### src/common/sxp_pkg.sv
/*
  Shared constants for the lane crossbar, buffer flags, sync-request
  pulse and per-lane PRBS checker register bank.
  Assumes byte-wide registers on a 12-bit register address behind the
  serial control port, and one lane-clock domain (mclk).
*/
// How it works
// - each logical lane takes data from the physical lane named by a 3-bit field, odd lanes in bits [5:3] and even lanes in bits [2:0] of a shared byte.
// - after reset the crossbar maps logical lane n straight to physical lane n.
// - an eight-bit read-only vector shows bit x high while the buffer of logical lane x is full.
// - a second eight-bit read-only vector shows bit x high while the buffer of logical lane x is empty.
// - a sync error fires at the end of every multiframe that saw a disparity, not-in-table or unexpected control character error.
// - a sync error drives both sync-request outputs low for a time picked by a 2-bit field: half, one or two lane-clock cycles.
// - the PRBS checker of lane x runs only while bit x of the lane enable byte is set.
// - a 2-bit selector picks PRBS7, PRBS15 or PRBS31, and code 3 checks nothing.
// - the run bit lets the PRBS test run while 1 and holds it stopped while 0.
// - while the clear bit is 1 the test state machine and all error counters sit in their initial state.
// - a 24-bit error threshold is written as three bytes holding bits [7:0], [15:8] and [23:16].
// - the 24-bit error count of the selected lane reads back over three bytes.
// - a 3-bit lane selector picks the lane whose count is shown.
// - a per-lane pass vector reads back, one bit per lane, resetting to all ones.
// - the third count byte shows bits [23:16] of the selected count.

package sxp_pkg;

  // ---------------------------------------------------------------
  // geometry
  // ---------------------------------------------------------------
  localparam int LANE_NUM = 8;
  localparam int CNT_W = 24;
  localparam int ADDR_W = 12;

  // ---------------------------------------------------------------
  // register offsets
  // ---------------------------------------------------------------
  localparam logic [11:0] OFS_MAP01 = 12'h308;
  localparam logic [11:0] OFS_MAP23 = 12'h309;
  localparam logic [11:0] OFS_MAP45 = 12'h30A;
  localparam logic [11:0] OFS_MAP67 = 12'h30B;
  localparam logic [11:0] OFS_FULL = 12'h30C;
  localparam logic [11:0] OFS_EMPTY = 12'h30D;
  localparam logic [11:0] OFS_SYNC_CFG = 12'h312;
  localparam logic [11:0] OFS_PORT_SYNC = 12'h314;
  localparam logic [11:0] OFS_LANE_EN = 12'h315;
  localparam logic [11:0] OFS_TEST_CTRL = 12'h316;
  localparam logic [11:0] OFS_THR0 = 12'h317;
  localparam logic [11:0] OFS_THR1 = 12'h318;
  localparam logic [11:0] OFS_THR2 = 12'h319;
  localparam logic [11:0] OFS_CNT0 = 12'h31A;
  localparam logic [11:0] OFS_CNT1 = 12'h31B;
  localparam logic [11:0] OFS_CNT2 = 12'h31C;
  localparam logic [11:0] OFS_PASS = 12'h31D;

  // ---------------------------------------------------------------
  // field positions
  // ---------------------------------------------------------------
  localparam int MAP_SRC_W = 3;
  localparam int MAP_EVEN_LSB = 0;
  localparam int MAP_ODD_LSB = 3;
  localparam int MAP_USED_W = 6;
  localparam int SYNC_DUR_LSB = 4;
  localparam int CTRL_SEL_LSB = 4;
  localparam int CTRL_PAT_LSB = 2;
  localparam int CTRL_RUN_BIT = 1;
  localparam int CTRL_CLR_BIT = 0;
  localparam int CTRL_USED_W = 7;

  // ---------------------------------------------------------------
  // reset values
  // ---------------------------------------------------------------
  localparam logic [7:0] RST_MAP01 = 8'h08;
  localparam logic [7:0] RST_MAP23 = 8'h1A;
  localparam logic [7:0] RST_MAP45 = 8'h2C;
  localparam logic [7:0] RST_MAP67 = 8'h3E;
  localparam logic [7:0] RST_ZERO = 8'h00;
  localparam logic [7:0] RST_PASS = 8'hFF;

  // ---------------------------------------------------------------
  // pattern codes and checker states
  // ---------------------------------------------------------------
  localparam logic [1:0] PAT_PRBS7 = 2'h0;
  localparam logic [1:0] PAT_PRBS15 = 2'h1;
  localparam logic [1:0] PAT_PRBS31 = 2'h2;
  localparam logic [4:0] HIST_FILL = 5'h1E;

  typedef enum logic [2:0] {
    SXP_IDLE = 3'b001,
    SXP_FILL = 3'b010,
    SXP_CHECK = 3'b100
  } sxp_state_type;

  // ---------------------------------------------------------------
  // sync-request pulse timing; mclk runs at twice the lane clock
  // ---------------------------------------------------------------
  localparam int MCLK_PERIOD_NS = 100;
  localparam int SYNC_DUR0_NS = 100;
  localparam int SYNC_DUR1_NS = 200;
  localparam int SYNC_DUR2_NS = 400;
  localparam logic [2:0] SYNC_CYC0 = 3'(SYNC_DUR0_NS / MCLK_PERIOD_NS);
  localparam logic [2:0] SYNC_CYC1 = 3'(SYNC_DUR1_NS / MCLK_PERIOD_NS);
  localparam logic [2:0] SYNC_CYC2 = 3'(SYNC_DUR2_NS / MCLK_PERIOD_NS);

endpackage

### src/logic/sxp_lane_ctrl.sv
/*
  Lane control register bank: crossbar, buffer flags, sync-request
  pulse setup and the per-lane PRBS test with its readback.
  Assumes the serial control port has been decoded into a byte-wide
  register port on mclk, and lane buffers and deframer run on mclk.
  The serial lane inputs come from pins and are synchronised here.
*/
`timescale 1ns/1ps
`default_nettype none

module sxp_lane_ctrl import sxp_pkg::*; (
  input wire logic mclk,
  input wire logic rst_n,
  input wire logic [ADDR_W-1:0] reg_addr,
  input wire logic reg_wr,
  input wire logic reg_rd,
  input wire logic [7:0] reg_wdata,
  output logic [7:0] reg_rdata,
  input wire logic [LANE_NUM-1:0] serial_lane_input,
  output logic [LANE_NUM-1:0] logical_lane_data,
  input wire logic [LANE_NUM-1:0] fifo_full_in,
  input wire logic [LANE_NUM-1:0] fifo_empty_in,
  input wire logic [LANE_NUM-1:0] disparity_err,
  input wire logic [LANE_NUM-1:0] not_in_table_err,
  input wire logic [LANE_NUM-1:0] unexp_ctrl_err,
  input wire logic multiframe_end,
  output logic sync_request_out_link0_n,
  output logic sync_request_out_link1_n,
  output logic serdes_sync_clk_sel
);

  // ---------------------------------------------------------------
  // storage
  // ---------------------------------------------------------------
  logic [LANE_NUM-1:0] lane_meta_ff;
  logic [LANE_NUM-1:0] lane_sync_ff;
  logic [LANE_NUM-1:0] logical_ff;
  logic [MAP_USED_W-1:0] map01_ff;
  logic [MAP_USED_W-1:0] map23_ff;
  logic [MAP_USED_W-1:0] map45_ff;
  logic [MAP_USED_W-1:0] map67_ff;
  logic [LANE_NUM-1:0] full_ff;
  logic [LANE_NUM-1:0] empty_ff;
  logic [7:0] sync_cfg_ff;
  logic port_sync_ff;
  logic [LANE_NUM-1:0] lane_en_ff;
  logic [CTRL_USED_W-1:0] ctrl_ff;
  logic [7:0] thr0_ff;
  logic [7:0] thr1_ff;
  logic [7:0] thr2_ff;
  logic [7:0] rdata_ff;
  logic sync_n;

  // ---------------------------------------------------------------
  // address decode
  // ---------------------------------------------------------------
  wire hit_map01 = (reg_addr == OFS_MAP01);
  wire hit_map23 = (reg_addr == OFS_MAP23);
  wire hit_map45 = (reg_addr == OFS_MAP45);
  wire hit_map67 = (reg_addr == OFS_MAP67);
  wire hit_full = (reg_addr == OFS_FULL);
  wire hit_empty = (reg_addr == OFS_EMPTY);
  wire hit_sync_cfg = (reg_addr == OFS_SYNC_CFG);
  wire hit_port_sync = (reg_addr == OFS_PORT_SYNC);
  wire hit_lane_en = (reg_addr == OFS_LANE_EN);
  wire hit_ctrl = (reg_addr == OFS_TEST_CTRL);
  wire hit_thr0 = (reg_addr == OFS_THR0);
  wire hit_thr1 = (reg_addr == OFS_THR1);
  wire hit_thr2 = (reg_addr == OFS_THR2);
  wire hit_cnt0 = (reg_addr == OFS_CNT0);
  wire hit_cnt1 = (reg_addr == OFS_CNT1);
  wire hit_cnt2 = (reg_addr == OFS_CNT2);
  wire hit_pass = (reg_addr == OFS_PASS);

  // ---------------------------------------------------------------
  // control fields
  // ---------------------------------------------------------------
  wire [1:0] sync_error_pulse_len = sync_cfg_ff[SYNC_DUR_LSB +: 2];
  wire [2:0] error_count_lane_select = ctrl_ff[CTRL_SEL_LSB +: 3];
  wire [1:0] prbs_pattern_select = ctrl_ff[CTRL_PAT_LSB +: 2];
  wire prbs_run = ctrl_ff[CTRL_RUN_BIT];
  wire prbs_clear = ctrl_ff[CTRL_CLR_BIT];
  wire [CNT_W-1:0] prbs_limit = {thr2_ff, thr1_ff, thr0_ff};
  wire link_err = |(disparity_err | not_in_table_err | unexp_ctrl_err);

  // shared map bytes, indexed by logical lane pair
  wire [MAP_USED_W-1:0] map_pair [LANE_NUM/2];
  assign map_pair[0] = map01_ff;
  assign map_pair[1] = map23_ff;
  assign map_pair[2] = map45_ff;
  assign map_pair[3] = map67_ff;

  // ---------------------------------------------------------------
  // lane crossbar and per-lane PRBS checkers
  // ---------------------------------------------------------------
  wire [MAP_SRC_W-1:0] lane_src [LANE_NUM];
  wire [CNT_W-1:0] lane_cnt [LANE_NUM];
  wire [LANE_NUM-1:0] prbs_lane_pass_vec;
  wire [LANE_NUM-1:0] nxt_logical;

  genvar g;
  generate
    for (g = 0; g < LANE_NUM; g++) begin : g_lane
      // odd lanes use the upper field of the pair byte
      assign lane_src[g] = (g % 2 == 1) ?
        map_pair[g/2][MAP_ODD_LSB +: MAP_SRC_W] :
        map_pair[g/2][MAP_EVEN_LSB +: MAP_SRC_W];
      assign nxt_logical[g] = lane_sync_ff[lane_src[g]];

      sxp_prbs_lane u_prbs (
        .mclk(mclk),
        .rst_n(rst_n),
        .rx_bit(lane_sync_ff[g]),
        .lane_on(lane_en_ff[g]),
        .run(prbs_run),
        .clear(prbs_clear),
        .pattern(prbs_pattern_select),
        .threshold(prbs_limit),
        .err_count(lane_cnt[g]),
        .pass(prbs_lane_pass_vec[g])
      );
    end
  endgenerate

  // count of the lane picked for readback
  wire [CNT_W-1:0] sel_cnt = lane_cnt[error_count_lane_select];

  // ---------------------------------------------------------------
  // sync-request pulse
  // ---------------------------------------------------------------
  // one pulse drives both link outputs; they never differ
  sxp_sync_pulse u_sync (
    .mclk(mclk),
    .rst_n(rst_n),
    .link_err(link_err),
    .mf_end(multiframe_end),
    .dur_sel(sync_error_pulse_len),
    .sync_n(sync_n)
  );

  // ---------------------------------------------------------------
  // read data selection; unmapped offsets read as zero
  // ---------------------------------------------------------------
  wire [7:0] rd_mux =
    ({8{hit_map01}} & {2'b00, map01_ff}) |
    ({8{hit_map23}} & {2'b00, map23_ff}) |
    ({8{hit_map45}} & {2'b00, map45_ff}) |
    ({8{hit_map67}} & {2'b00, map67_ff}) |
    ({8{hit_full}} & full_ff) |
    ({8{hit_empty}} & empty_ff) |
    ({8{hit_sync_cfg}} & sync_cfg_ff) |
    ({8{hit_port_sync}} & {7'h00, port_sync_ff}) |
    ({8{hit_lane_en}} & lane_en_ff) |
    ({8{hit_ctrl}} & {1'b0, ctrl_ff}) |
    ({8{hit_thr0}} & thr0_ff) |
    ({8{hit_thr1}} & thr1_ff) |
    ({8{hit_thr2}} & thr2_ff) |
    ({8{hit_cnt0}} & sel_cnt[7:0]) |
    ({8{hit_cnt1}} & sel_cnt[15:8]) |
    ({8{hit_cnt2}} & sel_cnt[23:16]) |
    ({8{hit_pass}} & prbs_lane_pass_vec);

  // ---------------------------------------------------------------
  // pin synchroniser and crossbar output
  // ---------------------------------------------------------------
  // lane pins are asynchronous to mclk; second stage alone feeds logic
  always_ff @(posedge mclk) begin
    if (!rst_n) begin
      lane_meta_ff <= RST_ZERO;
      lane_sync_ff <= RST_ZERO;
      logical_ff <= RST_ZERO;
    end else begin
      lane_meta_ff <= serial_lane_input;
      lane_sync_ff <= lane_meta_ff;
      logical_ff <= nxt_logical;
    end
  end

  // ---------------------------------------------------------------
  // buffer flags, sampled every cycle
  // ---------------------------------------------------------------
  // no write path exists, so software cannot disturb the flags
  always_ff @(posedge mclk) begin
    if (!rst_n) begin
      full_ff <= RST_ZERO;
      empty_ff <= RST_ZERO;
    end else begin
      full_ff <= fifo_full_in;
      empty_ff <= fifo_empty_in;
    end
  end

  // ---------------------------------------------------------------
  // crossbar map registers
  // ---------------------------------------------------------------
  // reserved bits [7:6] are not stored and read back as zero
  always_ff @(posedge mclk) begin
    if (!rst_n) begin
      map01_ff <= RST_MAP01[MAP_USED_W-1:0];
      map23_ff <= RST_MAP23[MAP_USED_W-1:0];
      map45_ff <= RST_MAP45[MAP_USED_W-1:0];
      map67_ff <= RST_MAP67[MAP_USED_W-1:0];
    end else begin
      if (reg_wr && hit_map01) map01_ff <= reg_wdata[MAP_USED_W-1:0];
      if (reg_wr && hit_map23) map23_ff <= reg_wdata[MAP_USED_W-1:0];
      if (reg_wr && hit_map45) map45_ff <= reg_wdata[MAP_USED_W-1:0];
      if (reg_wr && hit_map67) map67_ff <= reg_wdata[MAP_USED_W-1:0];
    end
  end

  // ---------------------------------------------------------------
  // sync and port control registers
  // ---------------------------------------------------------------
  // the sync byte keeps its reserved bits as plain storage
  always_ff @(posedge mclk) begin
    if (!rst_n) begin
      sync_cfg_ff <= RST_ZERO;
      port_sync_ff <= 1'b0;
    end else begin
      if (reg_wr && hit_sync_cfg) sync_cfg_ff <= reg_wdata;
      if (reg_wr && hit_port_sync) port_sync_ff <= reg_wdata[0];
    end
  end

  // ---------------------------------------------------------------
  // PRBS test registers
  // ---------------------------------------------------------------
  // clear is a level: it holds the checkers until software writes 0
  always_ff @(posedge mclk) begin
    if (!rst_n) begin
      lane_en_ff <= RST_ZERO;
      ctrl_ff <= RST_ZERO[CTRL_USED_W-1:0];
    end else begin
      if (reg_wr && hit_lane_en) lane_en_ff <= reg_wdata;
      if (reg_wr && hit_ctrl) begin
        ctrl_ff <= reg_wdata[CTRL_USED_W-1:0];
      end
    end
  end

  // threshold bytes, taken one at a time without shadowing
  always_ff @(posedge mclk) begin
    if (!rst_n) begin
      thr0_ff <= RST_ZERO;
      thr1_ff <= RST_ZERO;
      thr2_ff <= RST_ZERO;
    end else begin
      if (reg_wr && hit_thr0) thr0_ff <= reg_wdata;
      if (reg_wr && hit_thr1) thr1_ff <= reg_wdata;
      if (reg_wr && hit_thr2) thr2_ff <= reg_wdata;
    end
  end

  // ---------------------------------------------------------------
  // read data register
  // ---------------------------------------------------------------
  // count bytes are not snapshotted, so a running test can tear
  always_ff @(posedge mclk) begin
    if (!rst_n) begin
      rdata_ff <= RST_ZERO;
    end else if (reg_rd) begin
      rdata_ff <= rd_mux;
    end
  end

  // ---------------------------------------------------------------
  // outputs
  // ---------------------------------------------------------------
  assign reg_rdata = rdata_ff;
  assign logical_lane_data = logical_ff;
  assign sync_request_out_link0_n = sync_n;
  assign sync_request_out_link1_n = sync_n;
  assign serdes_sync_clk_sel = port_sync_ff;

endmodule // sxp_lane_ctrl

`default_nettype wire

### src/logic/sxp_prbs_lane.sv
/*
  One physical lane's PRBS bit-error checker with a saturating error
  counter and a sticky pass flag.
  Assumes one received bit per mclk on rx_bit, already synchronised.
*/
`timescale 1ns/1ps
`default_nettype none

module sxp_prbs_lane import sxp_pkg::*; #(
  parameter int HIST_W = 31
) (
  input wire logic mclk,
  input wire logic rst_n,
  input wire logic rx_bit,
  input wire logic lane_on,
  input wire logic run,
  input wire logic clear,
  input wire logic [1:0] pattern,
  input wire logic [CNT_W-1:0] threshold,
  output logic [CNT_W-1:0] err_count,
  output logic pass
);

  sxp_state_type state_ff;
  sxp_state_type nxt_state;
  logic [HIST_W-1:0] hist_ff;
  logic [4:0] fill_ff;
  logic [CNT_W-1:0] cnt_ff;
  logic pass_ff;

  // ---------------------------------------------------------------
  // expected bit from the received history (self-synchronising)
  // ---------------------------------------------------------------
  wire active = lane_on && run;
  wire exp7 = hist_ff[6] ^ hist_ff[5];
  wire exp15 = hist_ff[14] ^ hist_ff[13];
  wire exp31 = hist_ff[30] ^ hist_ff[27];
  wire pat_ok = (pattern != 2'h3);
  wire expected = (pattern == PAT_PRBS7) ? exp7 :
                  (pattern == PAT_PRBS15) ? exp15 : exp31;
  wire bit_err = active && pat_ok && (state_ff == SXP_CHECK) &&
                 (rx_bit != expected);
  wire cnt_max = &cnt_ff;
  // saturate so a long soak never wraps back under the threshold
  wire [CNT_W-1:0] nxt_cnt = (bit_err && !cnt_max) ?
                             cnt_ff + 24'h000001 : cnt_ff;
  wire hit = (nxt_cnt != 24'h000000) && (nxt_cnt >= threshold);

  // state walk: idle until enabled, fill history, then check
  always_comb begin
    nxt_state = state_ff;
    unique case (state_ff)
      SXP_IDLE: if (active) nxt_state = SXP_FILL;
      SXP_FILL: if (!active) nxt_state = SXP_IDLE;
                else if (fill_ff == HIST_FILL) nxt_state = SXP_CHECK;
      SXP_CHECK: if (!active) nxt_state = SXP_IDLE;
      default: nxt_state = SXP_IDLE;
    endcase
  end

  // clear holds everything at its start value, like reset
  always_ff @(posedge mclk) begin
    if (!rst_n || clear) begin
      state_ff <= SXP_IDLE;
      hist_ff <= '0;
      fill_ff <= 5'h00;
      cnt_ff <= 24'h000000;
      pass_ff <= 1'b1;
    end else begin
      state_ff <= nxt_state;
      if (active) hist_ff <= {hist_ff[HIST_W-2:0], rx_bit};
      fill_ff <= (state_ff == SXP_FILL) ? fill_ff + 5'h01 : 5'h00;
      cnt_ff <= nxt_cnt;
      if (hit) pass_ff <= 1'b0;
    end
  end

  assign err_count = cnt_ff;
  assign pass = pass_ff;

endmodule // sxp_prbs_lane

`default_nettype wire

### src/logic/sxp_sync_pulse.sv
/*
  Sync-request pulse generator: collects link errors over a multiframe
  and drives an active-low request pulse at its end.
  Assumes error and multiframe-end strobes from deframer logic on mclk.
*/
`timescale 1ns/1ps
`default_nettype none

module sxp_sync_pulse import sxp_pkg::*; (
  input wire logic mclk,
  input wire logic rst_n,
  input wire logic link_err,
  input wire logic mf_end,
  input wire logic [1:0] dur_sel,
  output logic sync_n
);

  logic err_seen_ff;
  logic [2:0] left_ff;
  logic sync_n_ff;

  // an error in the closing cycle still belongs to that multiframe
  wire fire = mf_end && (err_seen_ff || link_err);
  wire [2:0] len = (dur_sel == 2'h0) ? SYNC_CYC0 :
                   (dur_sel == 2'h1) ? SYNC_CYC1 : SYNC_CYC2;
  wire [2:0] nxt_left = fire ? len :
                        (left_ff != 3'h0) ? left_ff - 3'h1 : 3'h0;

  // error latch, pulse length counter and output flop
  always_ff @(posedge mclk) begin
    if (!rst_n) begin
      err_seen_ff <= 1'b0;
      left_ff <= 3'h0;
      sync_n_ff <= 1'b1;
    end else begin
      err_seen_ff <= mf_end ? 1'b0 : (err_seen_ff || link_err);
      left_ff <= nxt_left;
      sync_n_ff <= (nxt_left == 3'h0);
    end
  end

  assign sync_n = sync_n_ff;

endmodule // sxp_sync_pulse

`default_nettype wire

### config.mk
export PLATFORM = sky130hd
export DESIGN_NAME = sxp_lane_ctrl
export DESIGN_NICKNAME = d
export VERILOG_FILES = /design/src/common/sxp_pkg.sv /design/src/logic/sxp_lane_ctrl.sv /design/src/logic/sxp_prbs_lane.sv /design/src/logic/sxp_sync_pulse.sv
export SDC_FILE = /design/constraint.sdc
export NUM_CORES = 2
export LEC_CHECK = 0
export BUFFER_PORTS_ARGS = -buffer_cell sky130_fd_sc_hd__buf_2
export CORE_AREA = 10 10 313 315
export DETAILED_ROUTE_END_ITERATION = 10
export DIE_AREA = 0 0 323 325
export SLEW_MARGIN = 10
export SYNTH_ARGS = -nofsm -noshare
export SYNTH_HDL_FRONTEND = slang
export SYNTH_HIERARCHICAL = 1
export SYNTH_SLANG_ARGS = --single-unit
### constraint.sdc
create_clock -name mclk -period 10.49 [get_ports mclk]
set_input_delay 1.5735 -clock mclk [delete_from_list [all_inputs] [get_ports mclk]]
set_output_delay 1.5735 -clock mclk [all_outputs]
set_load 0.01 [all_outputs]
==> flow_metrics.tcl <==
set metrics [dict create \
    synth_edf_count 0 \
    seq_power_share 0.459 \
    cts.sink_count 637 \
    area_delta_synth_final_pct 11.1 \
    p_int_uw 4150 \
    cp.depth 14 \
    multi_input_area_mm2 0.0215 \
    critPathMaxStageDelay_ps 890 \
    io_buffers 91 \
    final.fill_count 8949 \
    first_iter_violations 2688 \
    skew_ps 31.2 \
    track_usage 0.211 \
    ys_ff_latch 637 \
    slew_headroom 0.163 \
    postLayoutCellArea_mm2 0.0403 \
    timing.rr.end "g_lane[5].u_prbs/pass" \
    status "completed" \
    grt_max_degree 61 \
    p_comb_frac 0.024 \
    drt.antenna.violating_nets 0 \
    wire_per_inst_um 20.7 \
    p_leak_uw 0.0154 \
    cp_data_arrival_time_ps 5040 \
    synth-async-reset-ratio 0 \
    grt_use_met3 0.0497 \
    crit_type "reg2reg" \
    clock.fmax_mhz 224 \
    synth.distinct_cells 97 \
    critPathSlowestCell "and2_1" \
    swShare 0.220 \
    cp_max_fo 32 \
    total_power_uw 5320 \
    viasPerCell 5.59 \
    cp_top_family "simple AND/OR/NAND/NOR gates" \
    rr_worst_depth 14 \
    timing.hold.ws_ps 430 \
    cts_resized 0 \
    p_per_area_mw_per_mm2 132 \
    layout.nets 4589 \
    die_h_um 325 \
    grt_pass1_wl_mm 174 \
    h-tree-depth 3 \
    numCtsBuffers 73 \
    drc 0 \
    report.final.slew_viol_count 0 \
    postCtsSetupRepairBufs 0 \
    required_ps 11060 \
    clk_latency_ps 630 \
    wirelength_mm 115 \
    dr.pass1.iters 6 \
    antenna_found_initial 9 \
    io_pins 92 \
    row_count 111 \
    clock-root-buffer "clkbuf_16" \
    worstHoldPathType "reg2reg" \
    avgSynthCellArea_um2 8.45 \
    syn_area_mm2 0.0363 \
    grtUsageMet2 0.315 \
    crit_top_cell "a21oi_1" \
    synth_ff_type "dfxtp_1" \
    drive_above_1_share 0.105 \
    dpl.cell_count 5411 \
    regArea_mm2 0.0128 \
    final_cells 5548 \
    post-route-min-period_ps 4470 \
    startpoint_type "flip-flop" \
    grt_pass1_vias 28700 \
    startpoint "ctrl_ff[1]" \
    use_met1 0.287 \
    hold_violations 0 \
    min_period_over_period 0.427 \
    hold_buffers 0 \
    drv_cap 0 \
    cts_tree "done" \
    clockBufferDepth 3 \
    post_dp_cell_area_mm2 0.0377 \
    worst_pin_slew_ps 1250 \
    pwr-share-clk 0.516 \
    ys_seq_area_frac 0.351 \
    grt_setup_unrepaired "false" \
    r2r_slack_ps 6020 \
    die-area_mm2 0.105 \
    switchingPower_uw 1170 \
    tns_ps 0 \
    busiest_layer "met2" \
    r2r_start "ctrl_ff[1]" \
    gp_congestion 0.984 \
    setup_viol 0 \
    fp.dieW_um 323 \
    vias 31000 \
    critPathBufInv 1 \
    crit_chain "buf_4 > and2_1 > o311a_1 > nand3_1 > nor2_1 > mux2_2 > ha_1 > a21o_1 > a21oi_1 > o21ai_0 > a41oi_1 > o2111ai_1 > a21oi_1 > a211o_1" \
    overflow 0 \
    post-dp-hpwl_mm 83.0 \
    vdd_drop_max_uv 83.1 \
    postSynthCellCount 4298 \
    core_mm2 0.0914 \
    synth.net_count 4587 \
    clkTransAtPathRegs_ps 60 \
    cp-endpoint "g_lane[5].u_prbs/pass" \
    yosysWarnings 6 \
    start_util 0.397 \
    end_kind "flip-flop" \
]
==> power groups by stage <==
stage / sequential, uW / clock, uW / combinational (uW)
after global routing: 2440 / 2910 / 138
final: 2440 / 2750 / 129
after CTS: 2440 / 2810 / 127
after detailed placement: 2490 / 0 / 127
after floorplan: 2490 / 0 / 77.0
after global placement: 2490 / 0 / 127
==> worst register-to-register path: stages, from the launching register on <==
cell	delay [ps]
dfxtp_1	390
buf_4	290
and2_1	900
o311a_1	420
nand3_1	250
nor2_1	410
mux2_2	400
ha_1	280
a21o_1	160
a21oi_1	140
o21ai_0	110
a41oi_1	260
o2111ai_1	140
a21oi_1	150
a211o_1	110
==> logic make-up (layout without fill, tap and decap cells) <==
| family | Yosys count | count (layout) | share of synthesized area |
|---|---|---|---|
| AND/OR/NAND/NOR | 1837 | 1837 | 0.263 |
| AO/OA/AOI/OAI | 663 | 663 | 0.116 |
| flip-flops | 637 | 637 | 0.351 |
| buffers and inverters | 535 | 594 | 0.0574 |
| adder cells (fa/ha/maj) | 216 | 216 | 0.0745 |
| XOR/XNOR | 210 | 210 | 0.0598 |
| multiplexers | 200 | 200 | 0.0789 |
| other | 0 | 5 | 0 |
==> worst min-delay path by stage <==
stage | start | end | slack, ps | cells after the start
4_1_cts | lane_meta_ff[7] | lane_sync_ff[7] | 430 | 1
3_3_place_gp | lane_meta_ff[6] | lane_sync_ff[6] | 410 | 1
5_1_grt | lane_meta_ff[6] | lane_sync_ff[6] | 460 | 1
6_report | g_lane[4].u_prbs/hist_ff[17] | g_lane[4].u_prbs/hist_ff[18] | 430 | 2
3_5_place_dp | lane_meta_ff[7] | lane_sync_ff[7] | 420 | 1
2_1_floorplan | lane_meta_ff[0] | lane_sync_ff[0] | 410 | 1
==> registers in the layout, indices dropped and copies added, names as in the netlist, 24 cells and up <==
signal	cells
g_lane.u_prbs/err_count	192
g_lane.u_prbs/fill_ff	40
g_lane.u_prbs/hist_ff	248
g_lane.u_prbs/state_ff	24
==> layout by cell type (no fill, tap or decap), types with 38 or more instances in the layout <==
cell and n:
a21oi_1 359, and2_1 61, and3_1 38, buf_2 90, buf_4 41, clkbuf_16 76, dfxtp_1 634, ha_1 216
inv_1 331, mux2i_1 105, mux4_2 64, nand2_1 711, nand2b_1 42, nand3_1 112, nand4_1 103, nor2_1 225
nor2b_1 165, nor3_1 86, nor4_1 73, o21ai_0 72, xnor2_1 109, xor2_1 77
==> area by class of cell <==
class,instances,share of cell area
antenna,5,0.000310
tap,1186,0.0368
clock buffer,98,0.0519
clock inverter,34,0.0119
multi-input combinational,3126,0.533
timing repair buffer,131,0.0188
sequential,637,0.316
inverter,331,0.0308
==> cell usage after synthesis (all sizes together) (9+ instances only) <==
library cell    n  area (um2)
a211oi         17         133
o2111ai        16         245
clkbuf        151         567
o211ai         16         120
nand3b         10        75.1
and2           61         382
o22ai           9        56.3
o21ai          85         444
nor3           97         547
xor2           77         674
nand4         122         935
a21boi         19         143
inv           331        1240
or4            29         248
dfxtp         637       12800
a21oi         359        1800
nor2b         165        1030
mux2i         105        1050
nor4           74         478
and4           23         209
nor4b          18         194
and3           44         283
a2111oi        17         205
nor2          226         851
mux4           64        1440
nand2         711        2670
a21o           27         203
or2            14        90.1
mux2           31         372
or3            28         175
a41oi          13         114
nand2b         50         313
nand3         117         611
buf            53         275
ha            216        2700
xnor3          16         360
xnor2         110         971
nor3b          14         110
o31ai          12        90.1
==> layer usage <==
layer,up-vias,share of wire
li1,15000,-
met1,14700,0.44
met2,1146,0.43
met3,262,0.090
met4,8,0.044
met5,-,0.00040
==> stage by stage <==
stage	util	worst slack [ps]
after detailed placement	0.413	6030
after global placement	0.413	6120
after CTS	0.441	6040
after floorplan	-	6790
final	0.441	6020
after global routing	0.441	5650
Power figures use the tool's default switching activity.
